--- src/ddc_params.svh ---
`ifndef DDC_PARAMS_SVH
`define DDC_PARAMS_SVH

// channel count and register page of each channel
`define DDC_NUM_CHAN       2
`define DDC_PAGE_CHAN0     8'h00
`define DDC_PAGE_CHAN1     8'h01

// register addresses within a page
`define DDC_ADDR_DATA_LOW  8'hd2
`define DDC_ADDR_DATA_HIGH 8'hd3
`define DDC_ADDR_CONTROL   8'hd4

// control register fields
`define DDC_CTL_ENABLE_BIT 7
`define DDC_CTL_MODE_HI    4
`define DDC_CTL_MODE_LO    3
`define DDC_CTL_JUST_HI    2
`define DDC_CTL_JUST_LO    0
`define DDC_CTL_WMASK      8'h9f

// update trigger encodings
`define DDC_MODE_ON_WRITE  2'b00
`define DDC_MODE_TIMER3    2'b01
`define DDC_MODE_TIMER4    2'b10
`define DDC_MODE_TIMER2    2'b11

// justification encodings
`define DDC_JUST_4_8       3'b000
`define DDC_JUST_5_7       3'b001
`define DDC_JUST_6_6       3'b010
`define DDC_JUST_7_5       3'b011
`define DDC_JUST_8_4       3'b1??

// reset values
`define DDC_CTL_RESET      8'h00
`define DDC_DATA_RESET     8'h00
`define DDC_CODE_RESET     12'h000

`endif

--- src/ddc_pkg.sv ---
`include "ddc_params.svh"
package ddc_pkg;

   typedef logic [7:0]  ddc_byte_t;
   typedef logic [11:0] ddc_code_t;
   typedef logic [1:0]  ddc_mode_t;
   typedef logic [2:0]  ddc_just_t;

   // assembles the 12-bit word from the two data bytes
   function automatic ddc_code_t ddc_justify(input ddc_byte_t high,
                                             input ddc_byte_t low,
                                             input ddc_just_t just);
      ddc_code_t code;
      code = `DDC_CODE_RESET;
      casez (just)
         `DDC_JUST_4_8: code = {high[3:0], low};
         `DDC_JUST_5_7: code = {high[4:0], low[7:1]};
         `DDC_JUST_6_6: code = {high[5:0], low[7:2]};
         `DDC_JUST_7_5: code = {high[6:0], low[7:3]};
         `DDC_JUST_8_4: code = {high, low[7:4]};
         default:       code = `DDC_CODE_RESET;
      endcase
      return code;
   endfunction : ddc_justify

endpackage : ddc_pkg

--- src/ddc_trigger.sv ---
`timescale 1ns/10ps
`include "ddc_params.svh"
module ddc_trigger (
   // selected update mode
   input  wire logic            mode_sel,
   input  wire ddc_pkg::ddc_mode_t mode,
   // candidate load events
   input  wire logic            write_high,
   input  wire logic            tmr2_ovf,
   input  wire logic            tmr3_ovf,
   input  wire logic            tmr4_ovf,
   // resulting load strobe
   output logic                 load
);

   always_comb begin
      load = 1'b0;
      case (mode)
         `DDC_MODE_ON_WRITE: load = write_high;
         `DDC_MODE_TIMER3:   load = tmr3_ovf;
         `DDC_MODE_TIMER4:   load = tmr4_ovf;
         `DDC_MODE_TIMER2:   load = tmr2_ovf;
         default:            load = 1'b0;
      endcase
      load = load & mode_sel;
   end

endmodule : ddc_trigger

--- src/ddc_format.sv ---
`timescale 1ns/10ps
`include "ddc_params.svh"
module ddc_format (
   // held data bytes and format select
   input  wire ddc_pkg::ddc_byte_t high,
   input  wire ddc_pkg::ddc_byte_t low,
   input  wire ddc_pkg::ddc_just_t just,
   // assembled converter word
   output ddc_pkg::ddc_code_t      code
);

   assign code = ddc_pkg::ddc_justify(high, low, just);

endmodule : ddc_format

--- src/ddc_top.sv ---
// Notes on behaviour
// - control bit 7 enables the channel; clear means output off and shutdown.
// - control bits 6 and 5 read zero and ignore writes.
// - mode 00 loads the converter latch when the high byte is written.
// - modes 01, 10, 11 load only on timer 3, 4, 2 overflow.
// - format 000 uses high[3:0] above the full low byte.
// - format 001 uses high[4:0] above low[7:1].
// - format 010 uses high[5:0] above low[7:2].
// - format 011 uses high[6:0] above low[7:3].
// - format 1xx uses the full high byte above low[7:4].
// - a second identical channel sits at the same addresses on page 1.
// - reset clears every control bit: disabled, write mode, format 000.
// - in write mode low-byte writes are held; write low before high.
// - in timer modes both bytes are held and copied together on overflow.
`timescale 1ns/10ps
`include "ddc_params.svh"
module ddc_top (
   // clock and reset
   input  wire logic             REF_CLK,
   input  wire logic             RST,
   // special function register access
   input  wire logic [7:0]       SFR_ADDR,
   input  wire logic [7:0]       SFR_PAGE,
   input  wire logic [7:0]       SFR_WDATA,
   input  wire logic             SFR_WR,
   input  wire logic             SFR_RD,
   output logic      [7:0]       SFR_RDATA,
   output logic                  SFR_RVALID,
   output logic                  SFR_HIT,
   // timer overflow strobes
   input  wire logic             TMR2_OVF,
   input  wire logic             TMR3_OVF,
   input  wire logic             TMR4_OVF,
   // channel 0 converter side
   output logic      [11:0]      CHAN0_CODE,
   output logic                  CHAN0_ENABLE,
   output logic                  CHAN0_SHUTDOWN,
   output logic                  CHAN0_UPDATE,
   // channel 1 converter side
   output logic      [11:0]      CHAN1_CODE,
   output logic                  CHAN1_ENABLE,
   output logic                  CHAN1_SHUTDOWN,
   output logic                  CHAN1_UPDATE
);

   localparam int NCH = `DDC_NUM_CHAN;

   // page that selects each channel
   function automatic logic [7:0] chan_page(input int c);
      return (c == 0) ? `DDC_PAGE_CHAN0 : `DDC_PAGE_CHAN1;
   endfunction : chan_page

   // register state
   ddc_pkg::ddc_byte_t data_low      [NCH];
   ddc_pkg::ddc_byte_t data_high     [NCH];
   ddc_pkg::ddc_byte_t control       [NCH];
   ddc_pkg::ddc_byte_t next_data_low [NCH];
   ddc_pkg::ddc_byte_t next_data_high[NCH];
   ddc_pkg::ddc_byte_t next_control  [NCH];

   // converter latch state
   ddc_pkg::ddc_code_t code          [NCH];
   ddc_pkg::ddc_code_t next_code     [NCH];
   logic               update        [NCH];
   logic               next_update   [NCH];

   // read port state
   ddc_pkg::ddc_byte_t rdata;
   ddc_pkg::ddc_byte_t next_rdata;
   logic               rvalid;
   logic               next_rvalid;

   // decode
   logic               page_sel      [NCH];
   logic               wr_low        [NCH];
   logic               wr_high       [NCH];
   logic               wr_ctl        [NCH];
   logic               load          [NCH];
   ddc_pkg::ddc_code_t fmt_code      [NCH];
   logic               addr_known;
   logic               page_known;

   always_comb begin
      addr_known = (SFR_ADDR == `DDC_ADDR_DATA_LOW) ||
                   (SFR_ADDR == `DDC_ADDR_DATA_HIGH) ||
                   (SFR_ADDR == `DDC_ADDR_CONTROL);
      page_known = 1'b0;
      for (int c = 0; c < NCH; c++) begin
         page_sel[c] = (SFR_PAGE == chan_page(c));
         page_known  = page_known | page_sel[c];
         wr_low[c]   = SFR_WR && page_sel[c] && (SFR_ADDR == `DDC_ADDR_DATA_LOW);
         wr_high[c]  = SFR_WR && page_sel[c] && (SFR_ADDR == `DDC_ADDR_DATA_HIGH);
         wr_ctl[c]   = SFR_WR && page_sel[c] && (SFR_ADDR == `DDC_ADDR_CONTROL);
      end
   end

   assign SFR_HIT = (SFR_WR || SFR_RD) && addr_known && page_known;

   // register file: next values
   always_comb begin
      for (int c = 0; c < NCH; c++) begin
         next_data_low[c]  = data_low[c];
         next_data_high[c] = data_high[c];
         next_control[c]   = control[c];
         // data bytes are held here until a load copies them
         if (wr_low[c]) begin
            next_data_low[c] = SFR_WDATA;
         end
         if (wr_high[c]) begin
            next_data_high[c] = SFR_WDATA;
         end
         if (wr_ctl[c]) begin
            next_control[c] = SFR_WDATA & `DDC_CTL_WMASK;
         end
      end
   end

   always_ff @(posedge REF_CLK) begin
      for (int c = 0; c < NCH; c++) begin
         if (RST) begin
            data_low[c]  <= `DDC_DATA_RESET;
            data_high[c] <= `DDC_DATA_RESET;
            control[c]   <= `DDC_CTL_RESET;
         end else begin
            data_low[c]  <= next_data_low[c];
            data_high[c] <= next_data_high[c];
            control[c]   <= next_control[c];
         end
      end
   end

   // per-channel trigger select and formatting
   for (genvar g = 0; g < NCH; g++) begin : g_chan
      ddc_trigger u_trigger (
         .mode_sel   (1'b1),
         .mode       (control[g][`DDC_CTL_MODE_HI:`DDC_CTL_MODE_LO]),
         .write_high (wr_high[g]),
         .tmr2_ovf   (TMR2_OVF),
         .tmr3_ovf   (TMR3_OVF),
         .tmr4_ovf   (TMR4_OVF),
         .load       (load[g])
      );

      // formats the bytes as they stand after this cycle's write
      ddc_format u_format (
         .high (next_data_high[g]),
         .low  (next_data_low[g]),
         .just (control[g][`DDC_CTL_JUST_HI:`DDC_CTL_JUST_LO]),
         .code (fmt_code[g])
      );
   end

   // converter latch: next values
   always_comb begin
      for (int c = 0; c < NCH; c++) begin
         next_code[c]   = load[c] ? fmt_code[c] : code[c];
         next_update[c] = load[c];
      end
   end

   always_ff @(posedge REF_CLK) begin
      for (int c = 0; c < NCH; c++) begin
         if (RST) begin
            code[c]   <= `DDC_CODE_RESET;
            update[c] <= 1'b0;
         end else begin
            code[c]   <= next_code[c];
            update[c] <= next_update[c];
         end
      end
   end

   // read port: next values; unmapped reads return zero
   always_comb begin
      next_rdata  = rdata;
      next_rvalid = SFR_RD;
      if (SFR_RD) begin
         next_rdata = `DDC_DATA_RESET;
         for (int c = 0; c < NCH; c++) begin
            if (page_sel[c]) begin
               case (SFR_ADDR)
                  `DDC_ADDR_DATA_LOW:  next_rdata = data_low[c];
                  `DDC_ADDR_DATA_HIGH: next_rdata = data_high[c];
                  `DDC_ADDR_CONTROL:   next_rdata = control[c];
                  default:             next_rdata = `DDC_DATA_RESET;
               endcase
            end
         end
      end
   end

   always_ff @(posedge REF_CLK) begin
      if (RST) begin
         rdata  <= `DDC_DATA_RESET;
         rvalid <= 1'b0;
      end else begin
         rdata  <= next_rdata;
         rvalid <= next_rvalid;
      end
   end

   assign SFR_RDATA  = rdata;
   assign SFR_RVALID = rvalid;

   // converter side outputs
   assign CHAN0_CODE     = code[0];
   assign CHAN1_CODE     = code[1];
   assign CHAN0_ENABLE   = control[0][`DDC_CTL_ENABLE_BIT];
   assign CHAN1_ENABLE   = control[1][`DDC_CTL_ENABLE_BIT];
   assign CHAN0_SHUTDOWN = ~control[0][`DDC_CTL_ENABLE_BIT];
   assign CHAN1_SHUTDOWN = ~control[1][`DDC_CTL_ENABLE_BIT];
   assign CHAN0_UPDATE   = update[0];
   assign CHAN1_UPDATE   = update[1];

endmodule : ddc_top

--- config.mk ---
export PLATFORM = sky130hd
export DESIGN_NAME = ddc_top
export DESIGN_NICKNAME = d
export VERILOG_FILES = /design/src/ddc_pkg.sv /design/src/ddc_trigger.sv /design/src/ddc_format.sv /design/src/ddc_top.sv
export VERILOG_INCLUDE_DIRS = /design/src /design/src/src
export SDC_FILE = /design/constraint.sdc
export NUM_CORES = 1
export LEC_CHECK = 0
export BUFFER_PORTS_ARGS = -buffer_cell sky130_fd_sc_hd__buf_2
export CAP_MARGIN = 20
export CORE_UTILIZATION = 40
export CTS_CLUSTER_DIAMETER = 200
export DETAILED_ROUTE_END_ITERATION = 6
export SYNTH_ARGS = -nofsm -noshare
export SYNTH_HDL_FRONTEND = slang
export SYNTH_SLANG_ARGS = --single-unit
--- constraint.sdc ---
create_clock -name REF_CLK -period 2.7 [get_ports REF_CLK]
set_clock_uncertainty 0.15 [all_clocks]
set_input_delay 0.405 -clock REF_CLK [delete_from_list [all_inputs] [get_ports REF_CLK]]
set_output_delay 0.405 -clock REF_CLK [all_outputs]
set_load 0.01 [all_outputs]
Yosys cells after proc, flatten, opt, wreduce, memory -nomap -nowiden
Memories as Yosys holds them, arrays and structs flattened.
Cells that the tools add are included.
Word-level totals
  register bits after elaboration: 9
  RAM bits: 74
  input port bits: 31
  output and inout bits: 40
  logic and storage cells: 83
  memories kept: 5
Memories
  code: words 2, width 12, read ports 2, clocked after memory_dff 0, wr ports 2, line ddc_top.sv:62  | ddc_pkg::ddc_code_t code [NCH];
  control: words 2, width 8, read ports 2, clocked after memory_dff 0, wr ports 2, line ddc_top.sv:56  | ddc_pkg::ddc_byte_t control [NCH];
  data_high: words 2, width 8, read ports 2, clocked after memory_dff 0, wr ports 2, line ddc_top.sv:55  | ddc_pkg::ddc_byte_t data_high [NCH];
  data_low: words 2, width 8, read ports 2, clocked after memory_dff 0, wr ports 2, line ddc_top.sv:54  | ddc_pkg::ddc_byte_t data_low [NCH];
  update: words 2, width 1, read ports 2, clocked after memory_dff 0, wr ports 2, line ddc_top.sv:64  | logic update [NCH];
Operators by class
  eq/ne operators: 16
  muxes and demuxes: 29
  bitwise operators: 13
  reduce and logical (&&, ||, !) cells: 18
Operators by type and width (count)
  $pmux 12 s5: 2
  $mux 8: 14
  $mux 12: 4
  $pmux 8 s3: 2
  $eq 8x8->1 const B: 3
  $eq 3x2->1 const B: 4
  $or 1x1->1: 11
  $logic_and 1x1->1: 10
  $eq 2x2->1 const B: 4
  $eq 8x1->1 const B: 1
  $logic_not 8->1: 1
  $pmux 1 s4: 2
  $eq 3x1->1 const B: 2
  $logic_not 3->1: 2
  $mux 1: 5
  $eq 2x1->1 const B: 2
  $logic_not 2->1: 2
  $logic_or 1x1->1: 3
  $not 1->1: 2

Logic depth before layout (Yosys ltp)
Gate-level depths: netlist of the first run.
  word-level depth: 7
  gate-level depth with buffers: 9
  depth with buffers taken out: 7

Hierarchy
Synthesis of the first run repeated with hierarchy kept, for this count alone.
Unflattened totals
  cells, all modules: 474
  area total of the unflattened synthesis: 4633.2 µm²
By module, submodules not included
  ddc_top: times used 1, cells an instance 382, area an instance 3880.0 µm², sequential area each 1581.5 µm²
  ddc_format: times used 2, cells an instance 44, area an instance 347.8 µm², sequential area each 0.0 µm²
  ddc_trigger: times used 2, cells an instance 2, area an instance 28.8 µm², sequential area each 0.0 µm²

Worst setup path after synthesis of the first run
OpenSTA, ideal clock, no wires.
  kind: input-to-reg
  start: input SFR_PAGE[5]
  end: memory code[0][11] in the netlist's numbering
  library setup time: 0.117 ns
  arrival: 2.275 ns
  data required time: 2.433 ns
  setup slack: 0.158 ns
  stages on the path: 7
  buffers on the path: 1
  path through: nor4_4 and3_1 buf_6 and2_1 mux4_2 or2_1 a32o_1
RTL lines
  start: declaration: line ddc_top.sv:23  | input wire logic [7:0] SFR_PAGE,
  end: declaration: line ddc_top.sv:62

==> run summary, run 1 <==
critical path class: input pin to flip-flop
antenna violations before repair: 0
mapped cell area: 4510 µm²
H-Tree Depth: 3
Cell Pwr Density: 482 nW/µm²
post-CTS resize count: 0
Max Root-Sink Buffers: 2
pin count of the biggest net entering global routing: 29
antenna diode count: 0
Initial Utilization: 0.413
vias per std cell: 6.21
area share of the largest cell type after synthesis: 0.350
CTS clk-pin slew, worst paths: 0.06 ns
Multi-input gate area: 2690 µm²
I/O Buffers: 70
Tightest Pin Transition: 0.467 ns
RSZ-0062 raised after global routing: no
Net Count, Synth: 535
Final Max Slew Viols: 0
Final Non-Filler Cells: 726
core area: 10,900 µm²
Post-CTS Setup Bufs: 0
FF-to-FF setup slack: 0.49 ns
DRT Wirelength: 15,100 µm
clock sink count: 79
Finished Cell Area: 5420 µm²
vias in the first global route: 4,437
Ports: 71
slew margin rel.: 0.680
routed vias: 4,506
row count: 38
residual antenna-violating net count after detailed routing: 0
Worst Path Max Fanout: 9
EDFF count, synth: 0
TritonCTS Buffers: 9
Tot GR Track Use: 0.274
status: complete, no violations
Critical Path Start Type: input pin
Post-DP Area: 5100 µm²
DR iter-0 viols: 335
Setup Viol. Count Final: 0
Max Fclk: 425 MHz
Inst Count DP: 711
HPWL after DPL: 11,100 µm
synth cell count leaders: 79 x dfxtp_1, 65 x nor2_1, 37 x a21oi_1, 35 x nand2_1, 26 x mux2i_1
die footprint: 11,700 µm²
sequential cell area fraction in the yosys report: 0.350
min-delay worst type: input pin to flip-flop
Skew-Pair Late Insertion Delay: 0.35 ns
Final nets: 613
static leakage: 2.19 nW
Layout area overhead: 20.0%
crit path DAT: 2.44 ns
final hold vios: 0
CTS tree: yes
CTS Hold Buffers Added: 0
drt pass-1 iters: 5
most common cell in the synthesized netlist: dfxtp_1
CTS root buf: clkbuf_16
Max-cap violations: 0
Worst Path Required: 2.79 ns
Seq cells post-synth: 79
Syn. warnings: 0
global placement routability congestion: 0.958
distinct cell type count after synthesis: 69
drc violations: 0
setup_tns: 0 ns
Area contributors post-synth: dfxtp_1 35%, mux4_2 7.5%, mux2i_1 5.8%
Sequential Area: 1580 µm²
period utilisation layout: 0.872
Die H: 108 µm
Worst VDD drop: 442 µV
drt wl/cell: 20.8 µm
# fillers: 1,084
Syn Area/Cell: 8.95 µm²
die width: 108 µm
leading area contributor after synthesis: dfxtp_1
Post-Synthesis Cells: 504
layout cells sized above 1: 0.254
global route overflow: 0
first-pass GRT wire length: 24,300 µm
endpoint type of the worst setup path: flip-flop
Final min period: 2.35 ns
Synth Flop Type: dfxtp_1
Async S/R FF share, synth: 0
state kept, by name, summed over array words and instances (netlist names):
register	flops
code	24
data_high	16
data_low	16
control	12
SFR_RDATA	8
update	2
SFR_RVALID	1
logic make-up (layout without fill, tap and decap cells):
family,count (synthesis),in the layout,synth area share
compound gates,149,149,0.243
buf+inv,52,134,0.0538
flops,79,79,0.350
mux,46,46,0.148
simple gates,178,178,0.204
final cells by class:
cell class,count,share of cell area
clock buffers,11,0.0448
repair buffers,103,0.110
flip-flops and latches,79,0.292
inverters,16,0.0111
multi-input cells,373,0.496
well taps,140,0.0323
clock inverters,4,0.0129
path summary, 6_finish.rpt:
check / start / to / cells past startpoint
setup / recovery: SFR_ADDR[5] / code[1][7] / 8
hold / removal: SFR_RD / SFR_RVALID / 2
setup reg to reg: control[1][4] / code[1][9] / 6
hold reg to reg: code[1][11] / code[1][11] / 2
metrics by stage:
stage | util | hold WS [ns] | worst slack, ns | power, mW
CTS | 0.495 | 0.249 | 0.408 | 2.62
finish | 0.495 | 0.257 | 0.346 | 2.61
global route | 0.495 | 0.261 | 0.208 | 2.67
global placement | 0.467 | 0.285 | 0.108 | 1.31
floorplan | - | 0.312 | 0.158 | 1.24
detailed placement | 0.467 | 0.292 | 0.0667 | 1.31
cell usage in the layout (no fill, tap or decap), types with 5 or more instances in the layout:
cell / count
a22oi_1: 10
mux2i_1: 26
o21ai_0: 18
a211oi_1: 5
dfxtp_1: 79
buf_2: 70
nand3_1: 21
a32o_1: 6
nor3_1: 7
nand2_1: 35
and3_1: 5
a22o_1: 7
buf_4: 33
clkbuf_16: 9
o41ai_1: 5
mux4_2: 15
inv_1: 15
nor2_1: 65
a221oi_1: 5
a21oi_1: 37
and2_1: 9
a221o_1: 13
power breakdown:
group	switching, mW	internal (mW)
clock	0.496	0.827
combinational	0.0795	0.0381
sequential	0.000927	1.17
total	0.577	2.03
worst max-delay path, stage by stage:
cell      delay [ns]
buf_2           0.10
and4bb_4        0.38
and4b_1         0.38
nand2_2         0.22
buf_4           0.21
mux2i_1         0.39
a311oi_1        0.15
and3_1          0.20
metal layers:
metal  up-vias  share of wire  global-route usage
met3        42          0.072              0.0567
met1      2166           0.41               0.335
met4         0          0.031               0.112
met2       228           0.49               0.468
li1       2070              -                   -
met5         -              0                   0
Note: power is estimated with default switching activity, not from simulation.
==> run 2, diff against run 1 <==
--- a/config.mk
+++ b/config.mk
@@ -8,9 +8,12 @@
 export LEC_CHECK = 0
 export BUFFER_PORTS_ARGS = -buffer_cell sky130_fd_sc_hd__buf_2
 export CAP_MARGIN = 20
-export CORE_UTILIZATION = 40
+export CELL_PAD_IN_SITES_DETAIL_PLACEMENT = 0
+export CELL_PAD_IN_SITES_GLOBAL_PLACEMENT = 2
+export CORE_UTILIZATION = 35
 export CTS_CLUSTER_DIAMETER = 200
 export DETAILED_ROUTE_END_ITERATION = 6
+export PLACE_DENSITY_LB_ADDON = 0.1
 export SYNTH_ARGS = -nofsm -noshare
 export SYNTH_HDL_FRONTEND = slang
 export SYNTH_SLANG_ARGS = --single-unit
==> run summary, run 2 (same netlist as run 1, synthesis figures left out) <==
drt wl/cell: 21.6 µm (+4.0%)
period utilisation layout: 0.864 (-0.00797)
Critical Path Start Type: input pin
Clock power frac: 0.514 (+0.007)
core area: 12,600 µm² (+15%)
Final min period: 2.33 ns (-0.0215 ns)
Net Switching: 0.583 mW (+1.1%)
CTS root buf: clkbuf_16
Worst VDD drop: 423 µV (-4.3%)
crit path max-delay cell type: nor4_4
final hold vios: 0 (unchanged)
DRT Wirelength: 16,500 µm (+9.3%)
global placement routability congestion: 0.849 (-11%)
Die H: 116 µm (+6.8%)
first-pass GRT wire length: 25,400 µm (+4.8%)
Comb pwr share: 0.045 (about the same)
CTS clk-pin slew, worst paths: 0.06 ns (about the same)
H-Tree Depth: 3 (unchanged)
crit path DAT: 1.78 ns (-0.66 ns)
Final Max Slew Viols: 0 (unchanged)
Tightest Pin Transition: 0.546 ns (+0.0794 ns)
antenna violations before repair: 0 (unchanged)
Skew-Pair Late Insertion Delay: 0.35 ns (about the same)
slew margin rel.: 0.635 (-0.0445)
die footprint: 13,400 µm² (+14%)
vias in the first global route: 4,427 (-0.23%)
Final Non-Filler Cells: 763 (+5.1%)
setup_tns: 0 ns (unchanged)
# fillers: 1,325 (+22%)
Inst Count DP: 747 (+5.1%)
Slowest Stage Delay on Critical Path: 0.40 ns (about the same)
DR iter-0 viols: 336 (+0.30%)
RSZ-0062 raised after global routing: no
antenna diode count: 0 (unchanged)
Post-CTS Setup Bufs: 0 (unchanged)
Max-cap violations: 0 (unchanged)
most frequent cells in the layout: 79 x dfxtp_1, 70 x buf_2, 65 x nor2_1
row count: 41 (+7.9%)
Worst Path Max Fanout: 7 (-2)
die width: 116 µm (+6.8%)
drc violations: 0 (unchanged)
status: complete, no violations
vias per std cell: 5.89 (-5.0%)
Most flops, register: code
Layout area overhead: 22.1%
Tot GR Track Use: 0.259 (-0.0145)
Worst Path Required: 2.14 ns (-0.65 ns)
min-delay worst type: input pin to flip-flop
pin count of the biggest net entering global routing: 26 (-10%)
P_int: 2.07 mW (+1.7%)
static leakage: 2.22 nW (+1.4%)
Max Fclk: 429 MHz (+0.92%)
endpoint type of the worst setup path: output port
critical path, cell by cell: buf_2 -> nor4_4 -> nor4b_2 -> o2111a_1 -> o21a_1 -> buf_2
residual antenna-violating net count after detailed routing: 0 (unchanged)
number of flip-flops in the largest register: 24 (unchanged)
PnR Total Power: 2.65 mW (+1.5%)
CTS Hold Buffers Added: 0 (unchanged)
Worst path most repeated cell: buf_2
CTS tree: yes
clock sink count: 79 (unchanged)
switch share: 0.220 (-0.000944)
I/O Buffers: 70 (unchanged)
Setup Viol. Count Final: 0 (unchanged)
routed vias: 4,497 (-0.20%)
Cell Pwr Density: 481 nW/µm² (-0.22%)
layout cells sized above 1: 0.259 (+0.00462)
Ports: 71 (unchanged)
critical path class: input pin to output port
TritonCTS Buffers: 9 (unchanged)
HPWL after DPL: 12,200 µm (+10%)
commonest non-fill, non-tap cell in the layout: dfxtp_1
Max Root-Sink Buffers: 2 (unchanged)
post-CTS resize count: 0 (unchanged)
Final nets: 617 (+0.65%)
global route overflow: 0 (unchanged)
Flop pwr share: 0.441 (-0.007)
drt pass-1 iters: 5 (unchanged)
Initial Utilization: 0.358 (-0.0551)
top flop regs: code x24, data_high x16, data_low x16
==> run 2: cell count changes in the layout (fill, tap and decap cells not counted) <==
cell      before  now
buf_4         33   36
buf_12         0    1
clkbuf_1       1    2
clkbuf_8       1    2
clkinv_2       2    1
==> run 2: final timing paths <==
check	startpoint	endpoint	slack, ns	cells after the start
max	SFR_PAGE[5]	SFR_HIT	0.37	6
min	SFR_WDATA[1]	control[1][1]	0.26	3
max reg2reg	control[1][4]	code[1][1]	0.45	6
min reg2reg	code[1][11]	code[1][11]	0.30	2
==> run 2: power by group through the flow <==
stage / clock network, mW / registers, mW / logic (mW)
after floorplan: 0 / 1.20 / 0.0456
after global placement: 0 / 1.19 / 0.118
after detailed placement: 0 / 1.19 / 0.119
after CTS: 1.39 / 1.17 / 0.119
after global routing: 1.43 / 1.17 / 0.126
final: 1.36 / 1.17 / 0.120
==> run 2: through the flow <==
stage / hold WS [ns] / area, µm² / setup slack (ns) / util
global placement: 0.290 / 5190 / 0.0991 / 0.411
global route: 0.279 / 5510 / 0.262 / 0.437
finish: 0.261 / 5510 / 0.368 / 0.437
detailed placement: 0.288 / 5190 / 0.102 / 0.411
CTS: 0.252 / 5510 / 0.378 / 0.437
floorplan: 0.312 / 4510 / 0.158 / -
==> run 2: worst max-delay path: cells and delay by family <==
family	cells	cell delay, ns
buffers and inverters	2	0.23
AO/OA/AOI/OAI	2	0.39
AND/OR/NAND/NOR	2	0.75
==> run 2: area by class of cell <==
class                      instances  area [µm²]  area share
clock inverter                     3        65.1      0.0118
sequential                        79        1580       0.287
tap                              172         215      0.0390
multi-input combinational        373        2690       0.488
clock buffer                      13         260      0.0472
inverter                          16        60.1      0.0109
timing repair buffer             107         641       0.116
==> run 2: metal layers <==
metal / vias to the layer above / track usage / wire (µm)
met2: 166 / 0.440 / 8110
li1: 2077 / - / -
met1: 2212 / 0.319 / 7050
met4: 0 / 0.112 / 504
met5: - / 0 / 0
met3: 42 / 0.0539 / 827
==> run 3, diff against run 2 <==
--- a/config.mk
+++ b/config.mk
@@ -10,6 +10,7 @@
 export CAP_MARGIN = 20
 export CELL_PAD_IN_SITES_DETAIL_PLACEMENT = 0
 export CELL_PAD_IN_SITES_GLOBAL_PLACEMENT = 2
+export CORE_ASPECT_RATIO = 0.9
 export CORE_UTILIZATION = 35
 export CTS_CLUSTER_DIAMETER = 200
 export DETAILED_ROUTE_END_ITERATION = 6
==> run summary, run 3 (same netlist as run 1, synthesis figures left out) <==
status: complete, no violations
drc violations: 0 (unchanged)
Final min period: 2.42 ns (+0.0919 ns)
pin count of the biggest net entering global routing: 27 (+3.8%)
global placement routability congestion: 0.910 (+7.3%)
Critical Path Start Type: input pin
crit path capture: SFR_HIT
Final nets: 622 (+0.81%)
layout cells sized above 1: 0.268 (+0.00957)
clock sink count: 79 (unchanged)
top flop regs: code x24, data_high x16, data_low x16
final hold vios: 0 (unchanged)
Skew-Pair Late Insertion Delay: 0.35 ns (about the same)
Layout area overhead: 22.8%
slew margin rel.: 0.599 (-0.0369)
die width: 122 µm (+5.3%)
Inst Count DP: 740 (-0.94%)
HPWL after DPL: 12,500 µm (+2.0%)
FF-to-FF setup slack: 0.48 ns (+0.03 ns)
worst r2r src: control[1][4]
Tightest Pin Transition: 0.601 ns (+0.0553 ns)
commonest non-fill, non-tap cell in the layout: dfxtp_1
critical path class: input pin to output port
Initial Utilization: 0.366 (+0.00887)
Max Root-Sink Buffers: 2 (unchanged)
CP Launch Point: SFR_PAGE[5]
Max-cap violations: 0 (unchanged)
Worst R2R End: code[1][1]
row count: 38 (-7.3%)
RSZ-0062 raised after global routing: no
Die H: 110 µm (-5.0%)
Worst VDD drop: 455 µV (+7.6%)
I/O Buffers: 70 (unchanged)
Register-to-Register Path Depth: 6 (unchanged)
CTS Hold Buffers Added: 0 (unchanged)
setup_tns: 0 ns (unchanged)
die footprint: 13,400 µm² (unchanged)
global route overflow: 0 (unchanged)
core area: 12,300 µm² (-2.4%)
minimum hold slack: 0.270 ns (+0.00918 ns)
residual antenna-violating net count after detailed routing: 0 (unchanged)
Worst Path Required: 2.14 ns (about the same)
Ports: 71 (unchanged)
number of flip-flops in the largest register: 24 (unchanged)
first-pass GRT wire length: 25,700 µm (+1.2%)
post-CTS resize count: 0 (unchanged)
min-delay worst type: input pin to flip-flop
CTS clk-pin slew, worst paths: 0.06 ns (about the same)
Cell Pwr Density: 481 nW/µm² (+0.15%)
most frequent cells in the layout: 79 x dfxtp_1, 70 x buf_2, 65 x nor2_1
drt wl/cell: 22.0 µm (+1.9%)
DR iter-0 viols: 498 (+48%)
Final Max Slew Viols: 0 (unchanged)
Tot GR Track Use: 0.266 (+0.00649)
CTS root buf: clkbuf_16
CTS tree: yes
vias in the first global route: 4,346 (-1.8%)
endpoint type of the worst setup path: output port
Max Fclk: 413 MHz (-3.8%)
crit path DAT: 1.87 ns (+0.09 ns)
Setup Viol. Count Final: 0 (unchanged)
pre-CTS WS: 0.0615 ns (-0.0401 ns)
Post-CTS Setup Bufs: 0 (unchanged)
antenna diode count: 0 (unchanged)
vias per std cell: 6.08 (+3.2%)
Final Non-Filler Cells: 756 (-0.92%)
DRT Wirelength: 16,700 µm (+0.99%)
antenna violations before repair: 0 (unchanged)
TritonCTS Buffers: 9 (unchanged)
static leakage: 2.24 nW (+0.80%)
drt pass-1 iters: 6 (+1)
setup ws final: 0.276 ns (-0.0919 ns)
routed vias: 4,599 (+2.3%)
H-Tree Depth: 3 (unchanged)
Worst Path Max Fanout: 5 (-2)
period utilisation layout: 0.898 (+0.0340)
Most flops, register: code
==> run 3: changes by cell type in the layout (fill, tap and decap cells not counted), sizes merged <==
cell / previous run / this run
clkinvlp: 0 / 2
buf: 107 / 112
clkbuf: 13 / 11
==> run 3: worst min path at each step <==
stage                       start             to  slack, ns  cells past startpoint
floorplan           control[1][3]  control[1][3]       0.31                      2
global placement      code[1][11]    code[1][11]       0.28                      2
detailed placement     code[0][9]     code[0][9]       0.29                      2
CTS                        SFR_RD     SFR_RVALID       0.27                      2
global route               SFR_RD     SFR_RVALID       0.28                      2
finish                     SFR_RD     SFR_RVALID       0.27                      2
==> run 3: through the flow <==
stage	cell area, µm²	power [mW]	util
2_1_floorplan	4510	1.24	-
3_3_place_gp	5210	1.31	0.423
3_5_place_dp	5210	1.31	0.423
4_1_cts	5540	2.69	0.450
5_1_grt	5540	2.76	0.450
6_report	5540	2.67	0.450
==> run 3: power by group <==
group / switching, mW / internal (mW)
combinational: 0.0809 / 0.0382
sequential: 0.000637 / 1.17
clock: 0.522 / 0.859
==> run 3: area by class of cell <==
type | count | area [µm²]
fill | 1225 | 6770
clock buffer | 11 | 253
clock inverter | 5 | 80.1
timing repair buffer | 112 | 678
inverter | 16 | 60.1
multi-input combinational | 373 | 2690
sequential | 79 | 1580
tap | 160 | 200
==> run 3: layer usage <==
metal	track usage	part of all wire
met1	0.396	0.48
met2	0.356	0.40
met3	0.0856	0.10
met4	0.0794	0.015
met5	0	0
==> run 3: critical path: stages <==
cell	delay, ns
buf_2	0.11
nor4_4	0.37
nor4b_2	0.36
buf_4	0.17
o2111a_1	0.21
o21a_1	0.12
buf_2	0.12
